## src/hw/touch_report_pkg.sv

```systemverilog
package touch_report_pkg;

  // ************************************************************
  // Widths and timing
  // ************************************************************
  localparam int unsigned POS_W          = 10;        // Converter resolution
  localparam int unsigned IV_W           = 16;        // Interval field, in ms
  localparam int unsigned CLK_PERIOD_NS  = 10;        // mclk at 100 MHz
  localparam int unsigned SETTLE_NS      = 10000;     // Panel settle per phase
  localparam int unsigned SETTLE_CYC     = (SETTLE_NS + CLK_PERIOD_NS - 1) / CLK_PERIOD_NS;
  localparam int unsigned MS_NS          = 1000000;   // One interval unit
  localparam int unsigned MS_CYC         = MS_NS / CLK_PERIOD_NS;
  localparam int unsigned CNT_W          = 17;        // Holds MS_CYC
  localparam logic [IV_W-1:0] IV_RESET_MS = 16'h0032; // 50 ms after reset

  // ************************************************************
  // Report modes and report record
  // ************************************************************
  typedef enum logic [2:0] {
    MODE_SINGLE,
    MODE_AUTO,
    MODE_WHILE_PRESSED,
    MODE_PRESS_EDGE,
    MODE_RELEASE_EDGE,
    MODE_BOTH_EDGES
  } report_mode_t;

  typedef struct packed {
    logic             touch_event;
    logic [POS_W-1:0] x_value;
    logic [POS_W-1:0] y_value;
  } report_t;

  localparam report_t REPORT_ZERO = '0;

endpackage : touch_report_pkg
```

## src/hw/touch_panel_report_ctrl.sv

```systemverilog
`timescale 1ns/10ps
// What this block does
// - Six report modes exist and a host command may select any of them at any moment.
// - The panel is sensed one axis at a time through separate enable and level outputs per axis.
// - Each X and Y value carries ten bits from the converted panel voltage.
// - A report always holds an event flag, an X value and a Y value.
// - In single mode at most one report goes out per request and none otherwise.
// - A single request with the panel released returns event, X and Y all zero.
// - A single request with the panel pressed returns event one and the measured X and Y.
// - Entering automatic mode sends the current condition at once, then one report per interval.
// - The interval is 50 ms after reset and a host command can change it.
// - Time spent processing another command stretches the running interval instead of preempting it.
// - A low X or Y invert input inverts that reported value; high leaves it normal.
// - The press indicator is high while a press is detected, one cycle behind the detected press state.
// - Press-edge mode sends one report per press and nothing until release and a new press.
module touch_panel_report_ctrl
  import touch_report_pkg::*;
#(
  parameter int unsigned MS_CYCLES = MS_CYC
) (
  input  wire logic                         mclk,
  input  wire logic                         srst,
  input  wire touch_report_pkg::report_mode_t mode_sel,
  input  wire logic                         mode_load,
  input  wire logic                         single_req,
  input  wire logic [touch_report_pkg::IV_W-1:0] interval_ms,
  input  wire logic                         interval_load,
  input  wire logic                         cmd_busy,
  input  wire logic                         press_sense,
  input  wire logic                         x_value_invert_in,
  input  wire logic                         y_value_invert_in,
  input  wire logic                         conv_done,
  input  wire logic [touch_report_pkg::POS_W-1:0] x_position_sense,
  input  wire logic [touch_report_pkg::POS_W-1:0] y_position_sense,
  output logic                              conv_start,
  output logic                              x_axis_drive_enable,
  output logic                              y_axis_drive_enable,
  output logic                              x_axis_drive_level,
  output logic                              y_axis_drive_level,
  output logic                              detect_resistor_ctl,
  output logic                              press_indicator,
  output touch_report_pkg::report_t         report_data,
  output logic                              report_valid,
  input  wire logic                         report_ready
);

  // ************************************************************
  // Pin synchronisers
  // ************************************************************
  typedef enum {SC_DETECT, SC_X_SETTLE, SC_X_CONV, SC_Y_SETTLE, SC_Y_CONV} scan_state_t;

  logic [1:0]       press_sync_q;
  logic [1:0]       xinv_sync_q;
  logic [1:0]       yinv_sync_q;
  scan_state_t      scan_q;
  logic [CNT_W-1:0] settle_q;
  logic             settle_end;
  logic             pressed_q;
  logic             press_rise;
  logic             press_fall;
  logic [POS_W-1:0] x_pos_q;
  logic [POS_W-1:0] y_pos_q;
  report_mode_t     mode_q;
  logic [CNT_W-1:0] ms_cnt_q;
  logic             ms_tick;
  logic [IV_W-1:0]  iv_len_q;
  logic [IV_W-1:0]  iv_cnt_q;
  logic             iv_run;
  logic             iv_restart;
  logic             iv_tick;
  logic             trig;
  report_t          trig_rpt;
  logic             pend_q;
  report_t          pend_rpt_q;

  // Only the second stage of each pair is read
  always_ff @(posedge mclk) begin
    if (srst) begin
      press_sync_q <= 2'h0;
      xinv_sync_q  <= 2'h3;
      yinv_sync_q  <= 2'h3;
    end else begin
      press_sync_q <= {press_sync_q[0], press_sense};
      xinv_sync_q  <= {xinv_sync_q[0], x_value_invert_in};
      yinv_sync_q  <= {yinv_sync_q[0], y_value_invert_in};
    end
  end

  // ************************************************************
  // Panel scan: detect, then X axis, then Y axis
  // ************************************************************
  // Each phase settles before sampling; a released panel skips conversion
  always_ff @(posedge mclk) begin
    if (srst) begin
      scan_q <= SC_DETECT;
    end else begin
      case (scan_q)
        SC_DETECT:   scan_q <= (settle_end && press_sync_q[1]) ? SC_X_SETTLE : SC_DETECT;
        SC_X_SETTLE: scan_q <= settle_end ? SC_X_CONV : SC_X_SETTLE;
        SC_X_CONV:   scan_q <= conv_done ? SC_Y_SETTLE : SC_X_CONV;
        SC_Y_SETTLE: scan_q <= settle_end ? SC_Y_CONV : SC_Y_SETTLE;
        SC_Y_CONV:   scan_q <= conv_done ? SC_DETECT : SC_Y_CONV;
        default:     scan_q <= SC_DETECT;
      endcase
    end
  end

  // Settle timer restarts at every phase end and idles while a conversion runs
  assign settle_end = (settle_q == CNT_W'(SETTLE_CYC - 1));
  always_ff @(posedge mclk) begin
    if (srst || settle_end || (scan_q == SC_X_CONV) || (scan_q == SC_Y_CONV)) begin
      settle_q <= '0;
    end else begin
      settle_q <= settle_q + CNT_W'(1);
    end
  end

  // Drive outputs registered from the current scan state, so they follow it one cycle late
  always_ff @(posedge mclk) begin
    if (srst) begin
      x_axis_drive_enable <= 1'b0;
      y_axis_drive_enable <= 1'b0;
      x_axis_drive_level  <= 1'b0;
      y_axis_drive_level  <= 1'b0;
      detect_resistor_ctl <= 1'b1;
      conv_start          <= 1'b0;
    end else begin
      x_axis_drive_enable <= (scan_q == SC_X_SETTLE) || (scan_q == SC_X_CONV);
      y_axis_drive_enable <= (scan_q == SC_Y_SETTLE) || (scan_q == SC_Y_CONV);
      x_axis_drive_level  <= (scan_q == SC_X_SETTLE) || (scan_q == SC_X_CONV);
      y_axis_drive_level  <= (scan_q == SC_Y_SETTLE) || (scan_q == SC_Y_CONV);
      detect_resistor_ctl <= (scan_q == SC_DETECT);
      conv_start          <= ((scan_q == SC_X_SETTLE) || (scan_q == SC_Y_SETTLE))
                             && (settle_q == CNT_W'(SETTLE_CYC - 1));
    end
  end

  // Press state follows each detect sample
  assign press_rise = (scan_q == SC_DETECT) && (settle_q == CNT_W'(SETTLE_CYC - 1))
                      && press_sync_q[1] && !pressed_q;
  assign press_fall = (scan_q == SC_DETECT) && (settle_q == CNT_W'(SETTLE_CYC - 1))
                      && !press_sync_q[1] && pressed_q;

  always_ff @(posedge mclk) begin
    if (srst) begin
      pressed_q       <= 1'b0;
      press_indicator <= 1'b0;
    end else begin
      if (press_rise) begin
        pressed_q <= 1'b1;
      end else if (press_fall) begin
        pressed_q <= 1'b0;
      end
      press_indicator <= pressed_q;
    end
  end

  // Positions captured with inversion applied, so reports never need it
  always_ff @(posedge mclk) begin
    if (srst) begin
      x_pos_q <= '0;
      y_pos_q <= '0;
    end else begin
      if ((scan_q == SC_X_CONV) && conv_done) begin
        x_pos_q <= x_position_sense ^ {POS_W{!xinv_sync_q[1]}};
      end
      if ((scan_q == SC_Y_CONV) && conv_done) begin
        y_pos_q <= y_position_sense ^ {POS_W{!yinv_sync_q[1]}};
      end
    end
  end

  // ************************************************************
  // Mode, interval and report triggers
  // ************************************************************
  // Selecting single, press-edge or release-edge mode stops periodic reports, as does a release in the two pressed modes
  always_ff @(posedge mclk) begin
    if (srst) begin
      mode_q   <= MODE_SINGLE;
      iv_len_q <= IV_RESET_MS;
    end else begin
      if (mode_load) begin
        mode_q <= mode_sel;
      end
      if (interval_load) begin
        iv_len_q <= interval_ms;
      end
    end
  end

  assign iv_run = (mode_q == MODE_AUTO)
                  || (pressed_q && ((mode_q == MODE_WHILE_PRESSED) || (mode_q == MODE_BOTH_EDGES)));
  assign iv_restart = mode_load || press_rise;

  // Busy time freezes the millisecond prescaler, stretching the interval
  always_ff @(posedge mclk) begin
    if (srst || iv_restart) begin
      ms_cnt_q <= '0;
    end else if (!cmd_busy) begin
      if (ms_cnt_q == CNT_W'(MS_CYCLES - 1)) begin
        ms_cnt_q <= '0;
      end else begin
        ms_cnt_q <= ms_cnt_q + CNT_W'(1);
      end
    end
  end
  assign ms_tick = !cmd_busy && (ms_cnt_q == CNT_W'(MS_CYCLES - 1));

  always_ff @(posedge mclk) begin
    if (srst || iv_restart || !iv_run) begin
      iv_cnt_q <= '0;
    end else if (ms_tick) begin
      if (iv_cnt_q >= iv_len_q - IV_W'(1)) begin
        iv_cnt_q <= '0;
      end else begin
        iv_cnt_q <= iv_cnt_q + IV_W'(1);
      end
    end
  end
  assign iv_tick = iv_run && !iv_restart && ms_tick && (iv_cnt_q >= iv_len_q - IV_W'(1));

  // Trigger and record content per mode
  always_comb begin
    trig     = 1'b0;
    trig_rpt = REPORT_ZERO;
    case (mode_q)
      MODE_SINGLE: begin
        trig = single_req && !mode_load;
        if (pressed_q) begin
          trig_rpt = '{touch_event: 1'b1, x_value: x_pos_q, y_value: y_pos_q};
        end else begin
          trig_rpt = REPORT_ZERO;
        end
      end
      MODE_AUTO: begin
        trig     = iv_tick;
        trig_rpt = pressed_q ? '{touch_event: 1'b1, x_value: x_pos_q, y_value: y_pos_q} : REPORT_ZERO;
      end
      MODE_WHILE_PRESSED, MODE_BOTH_EDGES: begin
        trig     = press_rise || iv_tick || press_fall;
        trig_rpt = '{touch_event: !press_fall, x_value: x_pos_q, y_value: y_pos_q};
      end
      MODE_PRESS_EDGE: begin
        trig     = press_rise;
        trig_rpt = '{touch_event: 1'b1, x_value: x_pos_q, y_value: y_pos_q};
      end
      MODE_RELEASE_EDGE: begin
        trig     = press_fall;
        trig_rpt = '{touch_event: 1'b0, x_value: x_pos_q, y_value: y_pos_q};
      end
      default: begin
        trig     = 1'b0;
        trig_rpt = REPORT_ZERO;
      end
    endcase
    // Entering auto mode reports the present condition at once
    if (mode_load && (mode_sel == MODE_AUTO)) begin
      trig     = 1'b1;
      trig_rpt = pressed_q ? '{touch_event: 1'b1, x_value: x_pos_q, y_value: y_pos_q} : REPORT_ZERO;
    end
  end

  // ************************************************************
  // Report output with one waiting slot
  // ************************************************************
  // A trigger while the slot is full replaces it; older data is stale anyway
  always_ff @(posedge mclk) begin
    if (srst) begin
      pend_q     <= 1'b0;
      pend_rpt_q <= REPORT_ZERO;
    end else begin
      if (trig) begin
        pend_q     <= 1'b1;
        pend_rpt_q <= trig_rpt;
      end else if (pend_q && (!report_valid || report_ready)) begin
        pend_q <= 1'b0;
      end
    end
  end

  always_ff @(posedge mclk) begin
    if (srst) begin
      report_valid <= 1'b0;
      report_data  <= REPORT_ZERO;
    end else begin
      if (pend_q && (!report_valid || report_ready)) begin
        report_valid <= 1'b1;
        report_data  <= pend_rpt_q;
      end else if (report_ready) begin
        report_valid <= 1'b0;
      end
    end
  end

endmodule : touch_panel_report_ctrl

```

## config.mk

```make
export PLATFORM = sky130hd
export DESIGN_NAME = touch_panel_report_ctrl
export DESIGN_NICKNAME = d
export VERILOG_FILES = /design/src/hw/touch_report_pkg.sv /design/src/hw/touch_panel_report_ctrl.sv
export SDC_FILE = /design/constraint.sdc
export NUM_CORES = 1
export LEC_CHECK = 0
export BUFFER_PORTS_ARGS = -buffer_cell sky130_fd_sc_hd__clkbuf_2
export CAP_MARGIN = 20
export CORE_MARGIN = 4
export CORE_UTILIZATION = 58
export CTS_CLUSTER_SIZE = 8
export DETAILED_ROUTE_END_ITERATION = 12
export PLACE_DENSITY_LB_ADDON = 0.12
export SYNTH_ARGS = -nofsm -noshare
export SYNTH_HDL_FRONTEND = slang
export SYNTH_SLANG_ARGS = --single-unit
```

## constraint.sdc

```tcl
create_clock -name mclk -period 4.87 [get_ports mclk]
set_input_delay 0 -clock mclk [delete_from_list [all_inputs] [get_ports mclk]]
set_output_delay 0 -clock mclk [all_outputs]
set_load 0.1 [all_outputs]
```

==> results of run 1 <==
cell type report:
type,count,area [sq um]
Sequential cell,148,2960
Timing Repair Buffer,130,898
Clock buffer,24,492
Tap cell,140,175
Fill cell,857,2920
Inverter,11,41.3
Multi-Input combinational cell,579,3440
Clock inverter,8,146
per-layer routing:
metal  GRT usage  up-vias  wire length, um
met5           0        -                0
met4       0.112        0              430
met3      0.0489       39              664
met2       0.391      158             7040
met1       0.284     2577             6590
li1            -     2827                -
power groups by stage:
stage | combinational (mW) | clock, mW | sequential (mW)
3_5_place_dp | 0.142 | 0 | 1.27
3_3_place_gp | 0.138 | 0 | 1.27
6_report | 0.176 | 1.39 | 1.25
5_1_grt | 0.195 | 1.46 | 1.25
4_1_cts | 0.174 | 1.41 | 1.25
2_1_floorplan | 0.108 | 0 | 1.27
cells by family after synthesis:
| family | count (synthesis) | synth area share |
|---|---|---|
| flip-flops | 148 | 0.443 |
| XOR/XNOR | 79 | 0.103 |
| multiplexers | 42 | 0.0629 |
| adder cells (fa/ha/maj) | 20 | 0.0374 |
| AND/OR/NAND/NOR | 358 | 0.246 |
| AO/OA/AOI/OAI | 80 | 0.0651 |
| buffers and inverters | 52 | 0.0421 |
path summary, 6_finish.rpt:
| kind | end | slack, ns | cells after the start |
|---|---|---|---|
| worst max-delay path | pend_rpt_q[16] | 1.12 | 12 |
| worst min-delay path | mode_q[0] | 0.04 | 3 |
| worst max register to register | pend_rpt_q[16] | 1.12 | 12 |
| worst min register to register | xinv_sync_q[1] | 0.41 | 1 |
cells in the final DEF, fill, tap and decap left out, types with 11 or more instances in the layout:
master         count
a21oi_1           56
clkbuf_16         17
clkbuf_2          78
dfxtp_1          148
dlygate4sd3_1     47
ha_1              20
mux2i_1           42
nand2_1          113
nand3_1           18
nand4_1           14
nor2_1           127
nor2b_1           11
nor3_1            15
o21ai_0           11
xnor2_1           30
xor2_1            49
metrics by stage:
step            util  instances  area [sq um]  setup slack (ns)
6_report       0.737       1040          8160              1.12
5_1_grt        0.737       1040          8160             0.794
4_1_cts        0.737       1040          8160              1.14
3_5_place_dp   0.637        961          7050              1.18
3_3_place_gp   0.636        960          7040              1.32
2_1_floorplan      -        779          6690              1.49
tightest hold or removal path: stages:
cell	delay [ns]
clkbuf_2	0.20
mux2i_1	0.11
nor2_1	0.11
repair_timing:
action | 4_1_cts | 5_1_grt
resized for setup | 0 | 0
hold endpoints to repair | 48 | 0
endpoints found under the setup margin | 0 | 0
hold buffers | 47 | 0
sequential cells by signal (all words and copies together) (netlist names):
register             flops
pend_rpt_q              21
pend_q                   1
detect_resistor_ctl      1
scan_q                   3
xinv_sync_q              2
iv_cnt_q                16
ms_cnt_q                17
mode_q                   3
pressed_q                1
x_pos_q                 10
y_axis_drive_level       1
conv_start               1
x_axis_drive_level       1
report_valid             1
yinv_sync_q              2
press_indicator          1
report_data             21
y_pos_q                 10
settle_q                17
iv_len_q                16
press_sync_q             2
==> parameters.txt, run 1 <==
Parameter                              Value

Synth
  Syn_nets    849
  Sequential cell area fraction in the yosys report    0.443
  Synthesis-stage register bit count    148
  Top FF cell, synth    dfxtp_1
  Yosys warns    0
  Asr flop ratio synth    0
  Number of flops mapped to enable cells by yosys    0
  Leading cell type by number of instances after synthesis    dfxtp_1
  Synth Cell Area    6690 sq um
  Area share of the largest cell type after synthesis    0.443
  Most area-consuming cells after synthesis    dfxtp_1 (44%), nor2_1 (7.1%), xor2_1 (6.4%)
  Top post-synthesis cells by count    dfxtp_1 (148), nor2_1 (127), nand2_1 (113), a21oi_1 (56), xor2_1 (49)
  Cell taking the most area after synthesis    dfxtp_1
  Synth cell types    48
  Mean instance size in the synthesized netlist    8.59 sq um
  Gate Count Post-Synth    779

Power
  Static Leakage    about 3.3 nW
  Switching pwr    587 uW
  Power share of the combinational group    0.063
  Peak supply drop    about 0.27 mV
  Share of total power in sequential cells    0.443
  Share of total power in the clock network    0.494
  Switching Share    0.209
  Ratio of total power to cell area    344 nW/um^2
  Overall Power    2.81 mW
  Power Internal    ~2.2 mW

GRT
  Pin count of the biggest net entering global routing    80
  Global-route wire length before repair    24,900 um
  Total congestion overflow    0
  Antenna violations before repair    0
  Global routing usage summed across all routing layers    0.233
  Vias in the first global route    5,474

STA
  Max Transition Viols Final    0
  Shortest period the worst path allows    3.75 ns
  Tcrit/Tclk final    0.769
  Layout Skew    just over 0.007 ns
  Unrepaired setup endpoints after global routing    no
  Total negative slack for setup checks    0 ns
  Tightest Pin Transition    between 0.8 and 0.9 ns
  Final Setup Violations    0
  Number of hold-slack violations in the final timing report    0
  Max Clock Freq    267 MHz
  Max-slew headroom at the worst pin    0.452
  Min Hold Slack    0.0439 ns

Worst setup path
  Most used cell along the critical path    or3_1
  Worst Path Max Fanout    22
  Setup crit start    iv_len_q[6]
  Cell-by-cell trace of the critical path    or4_1, or3_1, nor3_1, xnor2_1, ha_1, nand4_1, or3_1, a221oi_1, o41ai_1, o31a_1, buf_4, mux2i_1
  Origin of the critical flop-to-flop path    iv_len_q[6]
  Critical path's largest stage delay    0.57 ns
  Arr. time, crit path    4.04 ns
  Critical path endpoint category    flip-flop
  CP Data Required Time    ~5.2 ns
  CP Buf/Inv Count    1
  CP Launch Type    flip-flop
  Classification of the worst setup path    reg -> reg
  Cell type of the slowest stage on the worst timing path    or4_1
  Family with the most delay on the worst path    simple AND/OR/NAND/NOR gates

Drt
  Total routed wirelength    roughly 15,000 um
  Number of antenna-violating nets in the routed design    0
  Avg Vias per Cell    5.39
  Detailed-route wire length per cell    14.2 um
  Total DRC errors in the routed layout    0
  Vias after detailed routing    5,601
  Starting DRC count in detailed routing    338
  First-pass iteration count of the detailed router    5

Clocking
  Worst-case clock buffer depth    2
  Number of clock sinks    148
  Clock tree root buffer cell    clkbuf_16
  TritonCTS clock tree    yes
  Clock buffer count from CTS    17
  Post-CTS clock slew at the launch and capture registers of the worst setup and hold paths    0.06 ns
  Worst-skew pair later-pin latency    roughly 0.42 ns
  H-tree depth reported by CTS    4
  Post-CTS Setup Inserts    0

Flow run
  Maximum Capacitance Violations    0

Placed design
  Number of buffer cells added on primary ports    78
  Placed wire-length estimate after detailed placement    9810 um
  RD Place Congestion    0.850

Cells and area
  Layout cell share with drive strength beyond 1    0.133
  Number of nets in the layout    957
  Signed area change from the synthesized netlist to the final layout    22.0%
  Number of inserted diodes    0

Min path
  Class of the tightest hold or removal check    in -> reg
  Hold Path Origin    mode_load

Floorplan
  Total core area    11,100 sq um
  Area enclosed by the die boundary    13,300 sq um
  Number of core rows    38
  Number of primary I/O pins    79
  Floorplan die width    115 um
  Die height    115 um
  Effective utilization at floorplan    0.604

Run status
  Run status    finished clean
Power figures use the tool's default switching activity.
==> run 2, diff against run 1 <==
--- a/config.mk
+++ b/config.mk
@@ -5,10 +5,11 @@
 export SDC_FILE = /design/constraint.sdc
 export NUM_CORES = 1
 export LEC_CHECK = 0
+export ABC_AREA = 1
 export BUFFER_PORTS_ARGS = -buffer_cell sky130_fd_sc_hd__clkbuf_2
 export CAP_MARGIN = 20
 export CORE_MARGIN = 4
-export CORE_UTILIZATION = 58
+export CORE_UTILIZATION = 59
 export CTS_CLUSTER_SIZE = 8
 export DETAILED_ROUTE_END_ITERATION = 12
 export PLACE_DENSITY_LB_ADDON = 0.12
==> constraint.sdc (replaced) <==
create_clock -name mclk -period 3.6 [get_ports mclk]
set_input_delay 0 -clock mclk [delete_from_list [all_inputs] [get_ports mclk]]
set_output_delay 0 -clock mclk [all_outputs]
set_load 0.1 [all_outputs]
==> run 2 against run 1 <==
Net effect: synthesized area increased by 12%; synthesized cell count rose by 30%; first-iteration DRC count rose by 58%; core utilization up 0.43 points; final cell count is 26% higher; hold slack got worse by 0.032 ns; count of clock-buffer cells in the layout decreased by 3; clock skew fell by 0.0019 ns; global-route usage up 0.78 points; total power up 40%; maximum frequency up 18%.
==> parameters.txt, run 2 <==
Parameter                              Value

Min path
  Cell count of the worst hold path    4
  Class of the tightest hold or removal check    in -> reg
  Endpoint of the worst hold-timing path    y_pos_q[2]
  Hold Path Origin    y_position_sense[2]

Power
  Share of total power in the clock network    0.442
  Switching Share    0.258
  Power Internal    2.92 mW
  Overall Power    3.93 mW
  Power share of the combinational group    0.116
  Share of total power in sequential cells    0.441
  Peak supply drop    0.342 mV
  Ratio of total power to cell area    approximately 430 nW/um^2
  Static Leakage    3.73 nW
  Switching pwr    1.02 mW

Drt
  Vias after detailed routing    6,719
  First-pass iteration count of the detailed router    8
  Starting DRC count in detailed routing    between 500 and 600
  Total DRC errors in the routed layout    0
  Avg Vias per Cell    between 5 and 6
  Total routed wirelength    17,000 um
  Number of antenna-violating nets in the routed design    0
  Detailed-route wire length per cell    ~13 um

Cells and area
  Number of inserted diodes    0
  Layout cell share with drive strength beyond 1    0.179
  Core Util, Final    0.741
  Most common cell after layout, fill and taps aside    nor2_1
  Signed area change from the synthesized netlist to the final layout    20.5%
  Number of nets in the layout    1,197
  Final-layout fill cell count    945
  Largest registers    pend_rpt_q: 21 flops, report_data: 21 flops
  Highest-count cells in the layout ignoring fill and taps    nor2_1 (176), nand2_1 (151), dfxtp_1 (148)

Run status
  Run status    finished clean

STA
  Layout Skew    0.00531 ns
  Tightest Pin Transition    0.682 ns
  Final Setup Violations    0
  Number of hold-slack violations in the final timing report    0
  Min setup slack post-route    around 0.41 ns
  Max Clock Freq    314 MHz
  Shortest period the worst path allows    approximately 3.2 ns
  Unrepaired setup endpoints after global routing    no
  Max-slew headroom at the worst pin    0.544
  Tcrit/Tclk final    0.885
  Total negative slack for setup checks    0 ns
  Max Transition Viols Final    0

Clocking
  Clock tree root buffer cell    clkbuf_16
  Number of clock sinks    roughly 150
  TritonCTS clock tree    yes
  Clock buffer count from CTS    17
  Worst-case clock buffer depth    2
  Post-CTS Setup Inserts    0
  H-tree depth reported by CTS    4
  Worst-skew pair later-pin latency    around 0.43 ns
  Post-CTS clock slew at the launch and capture registers of the worst setup and hold paths    0.06 ns

Worst setup path
  Origin of the critical flop-to-flop path    iv_len_q[2]
  Worst Path Max Fanout    15
  Family with the most delay on the worst path    simple AND/OR/NAND/NOR gates
  Classification of the worst setup path    reg -> reg
  CP Data Required Time    3.92 ns
  CP Launch Type    flip-flop
  Arr. time, crit path    3.51 ns
  Critical path endpoint category    flip-flop
  Setup slack of the worst register-to-register path    a little over 0.4 ns
  End of the worst register-to-register path    pend_rpt_q[2]
  CP Buf/Inv Count    2
  R2R cell count    18
  Critical path's largest stage delay    0.34 ns
  Cell-by-cell trace of the critical path    nor2_1, nand3_1, nor3_2, nand2_1, nor4_1, xor2_1, inv_1, ha_1, nand4_1, nor3_1, nand2_1, nand2_1, nand2_1, nor2_1, nor2_4, buf_12, nor2_1, nor2_1
  Cell type of the slowest stage on the worst timing path    dfxtp_1

Synth
  Number of flops mapped to enable cells by yosys    0
  Top FF cell, synth    dfxtp_1
  Syn_nets    between 1k and 1.5k
  Gate Count Post-Synth    1,009
  Synth Cell Area    7510 sq um
  Most area-consuming cells after synthesis    dfxtp_1 (39%), nor2_1 (8.8%), nand2_1 (7.5%)
  Synthesis-stage register bit count    between 100 and 150
  Leading cell type by number of instances after synthesis    nor2_1
  Asr flop ratio synth    0
  Area share of the largest cell type after synthesis    0.394
  Yosys warns    0
  Synth cell types    48
  Cell taking the most area after synthesis    dfxtp_1
  Sequential cell area fraction in the yosys report    0.394
  Mean instance size in the synthesized netlist    ~7.4 sq um
  Top post-synthesis cells by count    nor2_1 (176), nand2_1 (151), dfxtp_1 (148), inv_1 (96), o21ai_0 (65)

GRT
  Vias in the first global route    6,341
  Antenna violations before repair    0
  Global routing usage summed across all routing layers    0.240
  Total congestion overflow    0
  Pin count of the biggest net entering global routing    41
  Global-route wire length before repair    28,600 um

Placed design
  Setup slack after placement    0.347 ns
  Placed wire-length estimate after detailed placement    around 11,000 um
  Number of buffer cells added on primary ports    78
  RD Place Congestion    0.868

Floorplan
  Die height    between 100 and 150 um
  Number of core rows    40
  Number of primary I/O pins    79
  Floorplan die width    121 um
  Total core area    12,200 sq um
  Effective utilization at floorplan    0.615
  Area enclosed by the die boundary    14,600 sq um

Flow run
  Maximum Capacitance Violations    0
-- run 2: area by class of cell --
type / instances / area, sq um / share of cell area
clock inverters: 9 / 105 / 0.0116
well taps: 168 / 210 / 0.0232
inverters: 111 / 417 / 0.0461
flip-flops and latches: 148 / 2960 / 0.327
multi-input cells: 718 / 3960 / 0.437
repair buffers: 131 / 926 / 0.102
clock buffers: 21 / 470 / 0.0520
-- run 2: worst min-delay path, delay by kind of cell --
family	cells	cell delay [ns]
AO/OA/AOI/OAI	2	0.24
buffers and inverters	1	0.09
XOR/XNOR	1	0.05
-- run 2: power by group through the flow --
stage,clock (mW),combinational [mW],sequential (mW)
6_report,1.74,0.458,1.74
2_1_floorplan,0,0.245,1.85
5_1_grt,1.83,0.506,1.74
3_5_place_dp,0,0.415,1.77
3_3_place_gp,0,0.409,1.77
4_1_cts,1.75,0.457,1.73
-- run 2: per-layer routing --
metal  share of wire  wire [um]  up-vias  global-route usage
met1            0.47       8040     3034               0.316
met2            0.46       7830      177               0.387
met3           0.050        847       35              0.0613
met5               0          0        -                   0
li1                -          -     3473                   -
met4           0.017        291        0              0.0765
-- run 2: worst max path at each step --
stage / startpoint / endpoint / slack (ns) / cells after the start
after floorplan: iv_len_q[0] / pend_rpt_q[11] / 0.68 / 19
after global placement: iv_len_q[0] / pend_rpt_q[4] / 0.48 / 19
after detailed placement: iv_len_q[0] / pend_rpt_q[2] / 0.35 / 19
after CTS: iv_len_q[0] / pend_rpt_q[2] / 0.31 / 19
after global routing: iv_len_q[0] / pend_rpt_q[1] / 0.05 / 19
final: iv_len_q[2] / pend_rpt_q[2] / 0.41 / 18
-- run 2: logic make-up after synthesis --
family,synth area share
adder cells (fa/ha/maj),0.0333
flip-flops,0.394
XOR/XNOR,0.0536
AO/OA/AOI/OAI,0.105
buffers and inverters,0.0801
AND/OR/NAND/NOR,0.333
-- run 2: repair_timing --
item                       in CTS  in global routing
hold buffers                   50                  0
gates resized for setup         0                  2
setup endpoints to repair       0                 18
hold endpoints to repair       45                  0
-- run 2: per-stage QoR --
| stage | cells | hold WS [ns] | area, sq um |
|---|---|---|---|
| 3_5_place_dp | 1226 | 0.184 | 7960 |
| 6_report | 1306 | 0.0116 | 9050 |
| 2_1_floorplan | 1009 | 0.0901 | 7510 |
| 3_3_place_gp | 1226 | 0.182 | 7960 |
| 5_1_grt | 1306 | 0.0383 | 9050 |
| 4_1_cts | 1306 | 0.00405 | 9040 |
==> run 3, diff against run 2 <==
--- a/config.mk
+++ b/config.mk
@@ -8,8 +8,10 @@
 export ABC_AREA = 1
 export BUFFER_PORTS_ARGS = -buffer_cell sky130_fd_sc_hd__clkbuf_2
 export CAP_MARGIN = 20
+export CELL_PAD_IN_SITES_DETAIL_PLACEMENT = 0
+export CELL_PAD_IN_SITES_GLOBAL_PLACEMENT = 1
 export CORE_MARGIN = 4
-export CORE_UTILIZATION = 59
+export CORE_UTILIZATION = 43
 export CTS_CLUSTER_SIZE = 8
 export DETAILED_ROUTE_END_ITERATION = 12
 export PLACE_DENSITY_LB_ADDON = 0.12
==> run 3 against run 2 <==
Net effect: critical path depth unchanged; count of clock-buffer cells in the layout fell by 3; flip-flop and latch count did not move; hold slack better by 0.027 ns; via count down 4.6%; sequential power about the same; clock skew increased by 0.0031 ns.
==> parameters.txt, run 3 (same netlist as run 2, synthesis figures left out) <==
Parameter                              Value

STA
  Number of hold-slack violations in the final timing report    0
  Shortest period the worst path allows    3.11 ns
  Tightest Pin Transition    0.743 ns
  Max-slew headroom at the worst pin    0.504
  Max Transition Viols Final    0
  Tcrit/Tclk final    0.863
  Max Clock Freq    322 MHz
  Layout Skew    about 0.0084 ns
  Final Setup Violations    0
  Unrepaired setup endpoints after global routing    no
  Total negative slack for setup checks    0 ns

Run status
  Run status    finished clean

Clocking
  H-tree depth reported by CTS    4
  Number of clock sinks    ~150
  Post-CTS clock slew at the launch and capture registers of the worst setup and hold paths    0.06 ns
  Clock tree root buffer cell    clkbuf_16
  TritonCTS clock tree    yes
  Clock buffer count from CTS    17
  Worst-case clock buffer depth    2
  Worst-skew pair later-pin latency    0.42 ns

Drt
  Total routed wirelength    16,800 um
  Detailed-route wire length per cell    12.2 um
  Vias after detailed routing    6,410
  Number of antenna-violating nets in the routed design    0
  First-pass iteration count of the detailed router    5
  Avg Vias per Cell    4.67
  Total DRC errors in the routed layout    0
  Starting DRC count in detailed routing    about 280

GRT
  Global routing usage summed across all routing layers    0.177
  Vias in the first global route    6,099
  Total congestion overflow    0
  Pin count of the biggest net entering global routing    77
  Antenna violations before repair    0
  Global-route wire length before repair    29,000 um

Cells and area
  Number of inserted diodes    0
  Layout cell share with drive strength beyond 1    0.184
  Signed area change from the synthesized netlist to the final layout    23.1%
  Number of nets in the layout    1,204
  Most common cell after layout, fill and taps aside    nor2_1
  Highest-count cells in the layout ignoring fill and taps    nor2_1 (176), nand2_1 (151), dfxtp_1 (148)
  Largest registers    pend_rpt_q: 21 flops, report_data: 21 flops
  Final-layout fill cell count    ~1.7k
  Number of cells in the finished layout apart from fillers    1,372
  Post-route cell area    9250 sq um

Placed design
  Placed instance count    1,283
  DP Area    8020 sq um
  Number of buffer cells added on primary ports    78
  Placed wire-length estimate after detailed placement    11,900 um
  RD Place Congestion    0.793

Worst setup path
  CP Launch Type    flip-flop
  Classification of the worst setup path    reg -> reg
  Arr. time, crit path    3.42 ns
  Setup crit start    iv_len_q[0]
  Origin of the critical flop-to-flop path    iv_len_q[0]
  R2R cell count    18
  Setup slack of the worst register-to-register path    ~0.5 ns
  CP Data Required Time    3.92 ns
  Critical path endpoint category    flip-flop
  Worst Path Max Fanout    16

Floorplan
  Total core area    around 17,000 sq um
  Number of core rows    48
  Effective utilization at floorplan    0.436
  Area enclosed by the die boundary    19,600 sq um
  Number of primary I/O pins    between 70 and 80
  Die height    140 um
  Floorplan die width    140 um

Min path
  Cell count of the worst hold path    3
  Hold Path Origin    interval_load
  Class of the tightest hold or removal check    in -> reg

Power
  Ratio of total power to cell area    443 nW/um^2
  Peak supply drop    0.317 mV
  Overall Power    around 4.1 mW
  Static Leakage    3.81 nW

Flow run
  Maximum Capacitance Violations    0
run 3: area by class of cell:
cell class,instances,area (sq um),area share
multi-input combinational,718,3950,0.427
sequential,148,2960,0.320
timing repair buffer,138,1010,0.109
clock buffer,18,439,0.0475
clock inverter,14,186,0.0202
inverter,111,417,0.0451
tap,225,282,0.0304
run 3: repair_timing:
| action | 4_1_cts | 5_1_grt |
|---|---|---|
| buffers inserted | 0 | 5 |
| resized for setup | 0 | 1 |
| hold endpoints to repair | 47 | 0 |
| endpoints found under the setup margin | 0 | 16 |
| hold buffers | 52 | 0 |
run 3: worst paths after layout:
| kind | endpoint |
|---|---|
| min | iv_len_q[5] |
| max | pend_rpt_q[3] |
| max reg2reg | pend_rpt_q[3] |
| min reg2reg | xinv_sync_q[1] |
run 3: per-stage QoR:
stage	hold slack, ns	utilization	setup WS (ns)
finish	0.0389	0.536	0.495
global route	0.0723	0.536	0.133
CTS	0.0202	0.532	0.185
detailed placement	0.185	0.465	0.209
global placement	0.185	0.465	0.278
floorplan	0.0901	-	0.684
run 3: metal layers:
layer	GRT usage	share of wire
met3	0.0393	0.030
met4	0.0546	0.014
met5	0	0
met1	0.232	0.49
met2	0.290	0.46
run 3: power by group:
part           switching, mW  internal [mW]  total [mW]
clock                  0.761           1.13        1.89
combinational          0.292          0.172       0.465
sequential            0.0425           1.69        1.73
total                   1.10           3.00        4.09
run 3: critical path, stage by stage, from the launching register on:
cell and delay, ns:
dfxtp_1 0.30, inv_1 0.12, ha_1 0.20, nand2_1 0.10
nor3_2 0.20, nand3b_1 0.15, nor3_1 0.20, xor2_1 0.16
inv_1 0.05, ha_1 0.28, nand4_1 0.11, nor3_1 0.15
nand2_1 0.10, a21oi_2 0.28, nand2_8 0.15, nand2_4 0.24
nand2_1 0.09, nand2_1 0.06, nor2_1 0.04
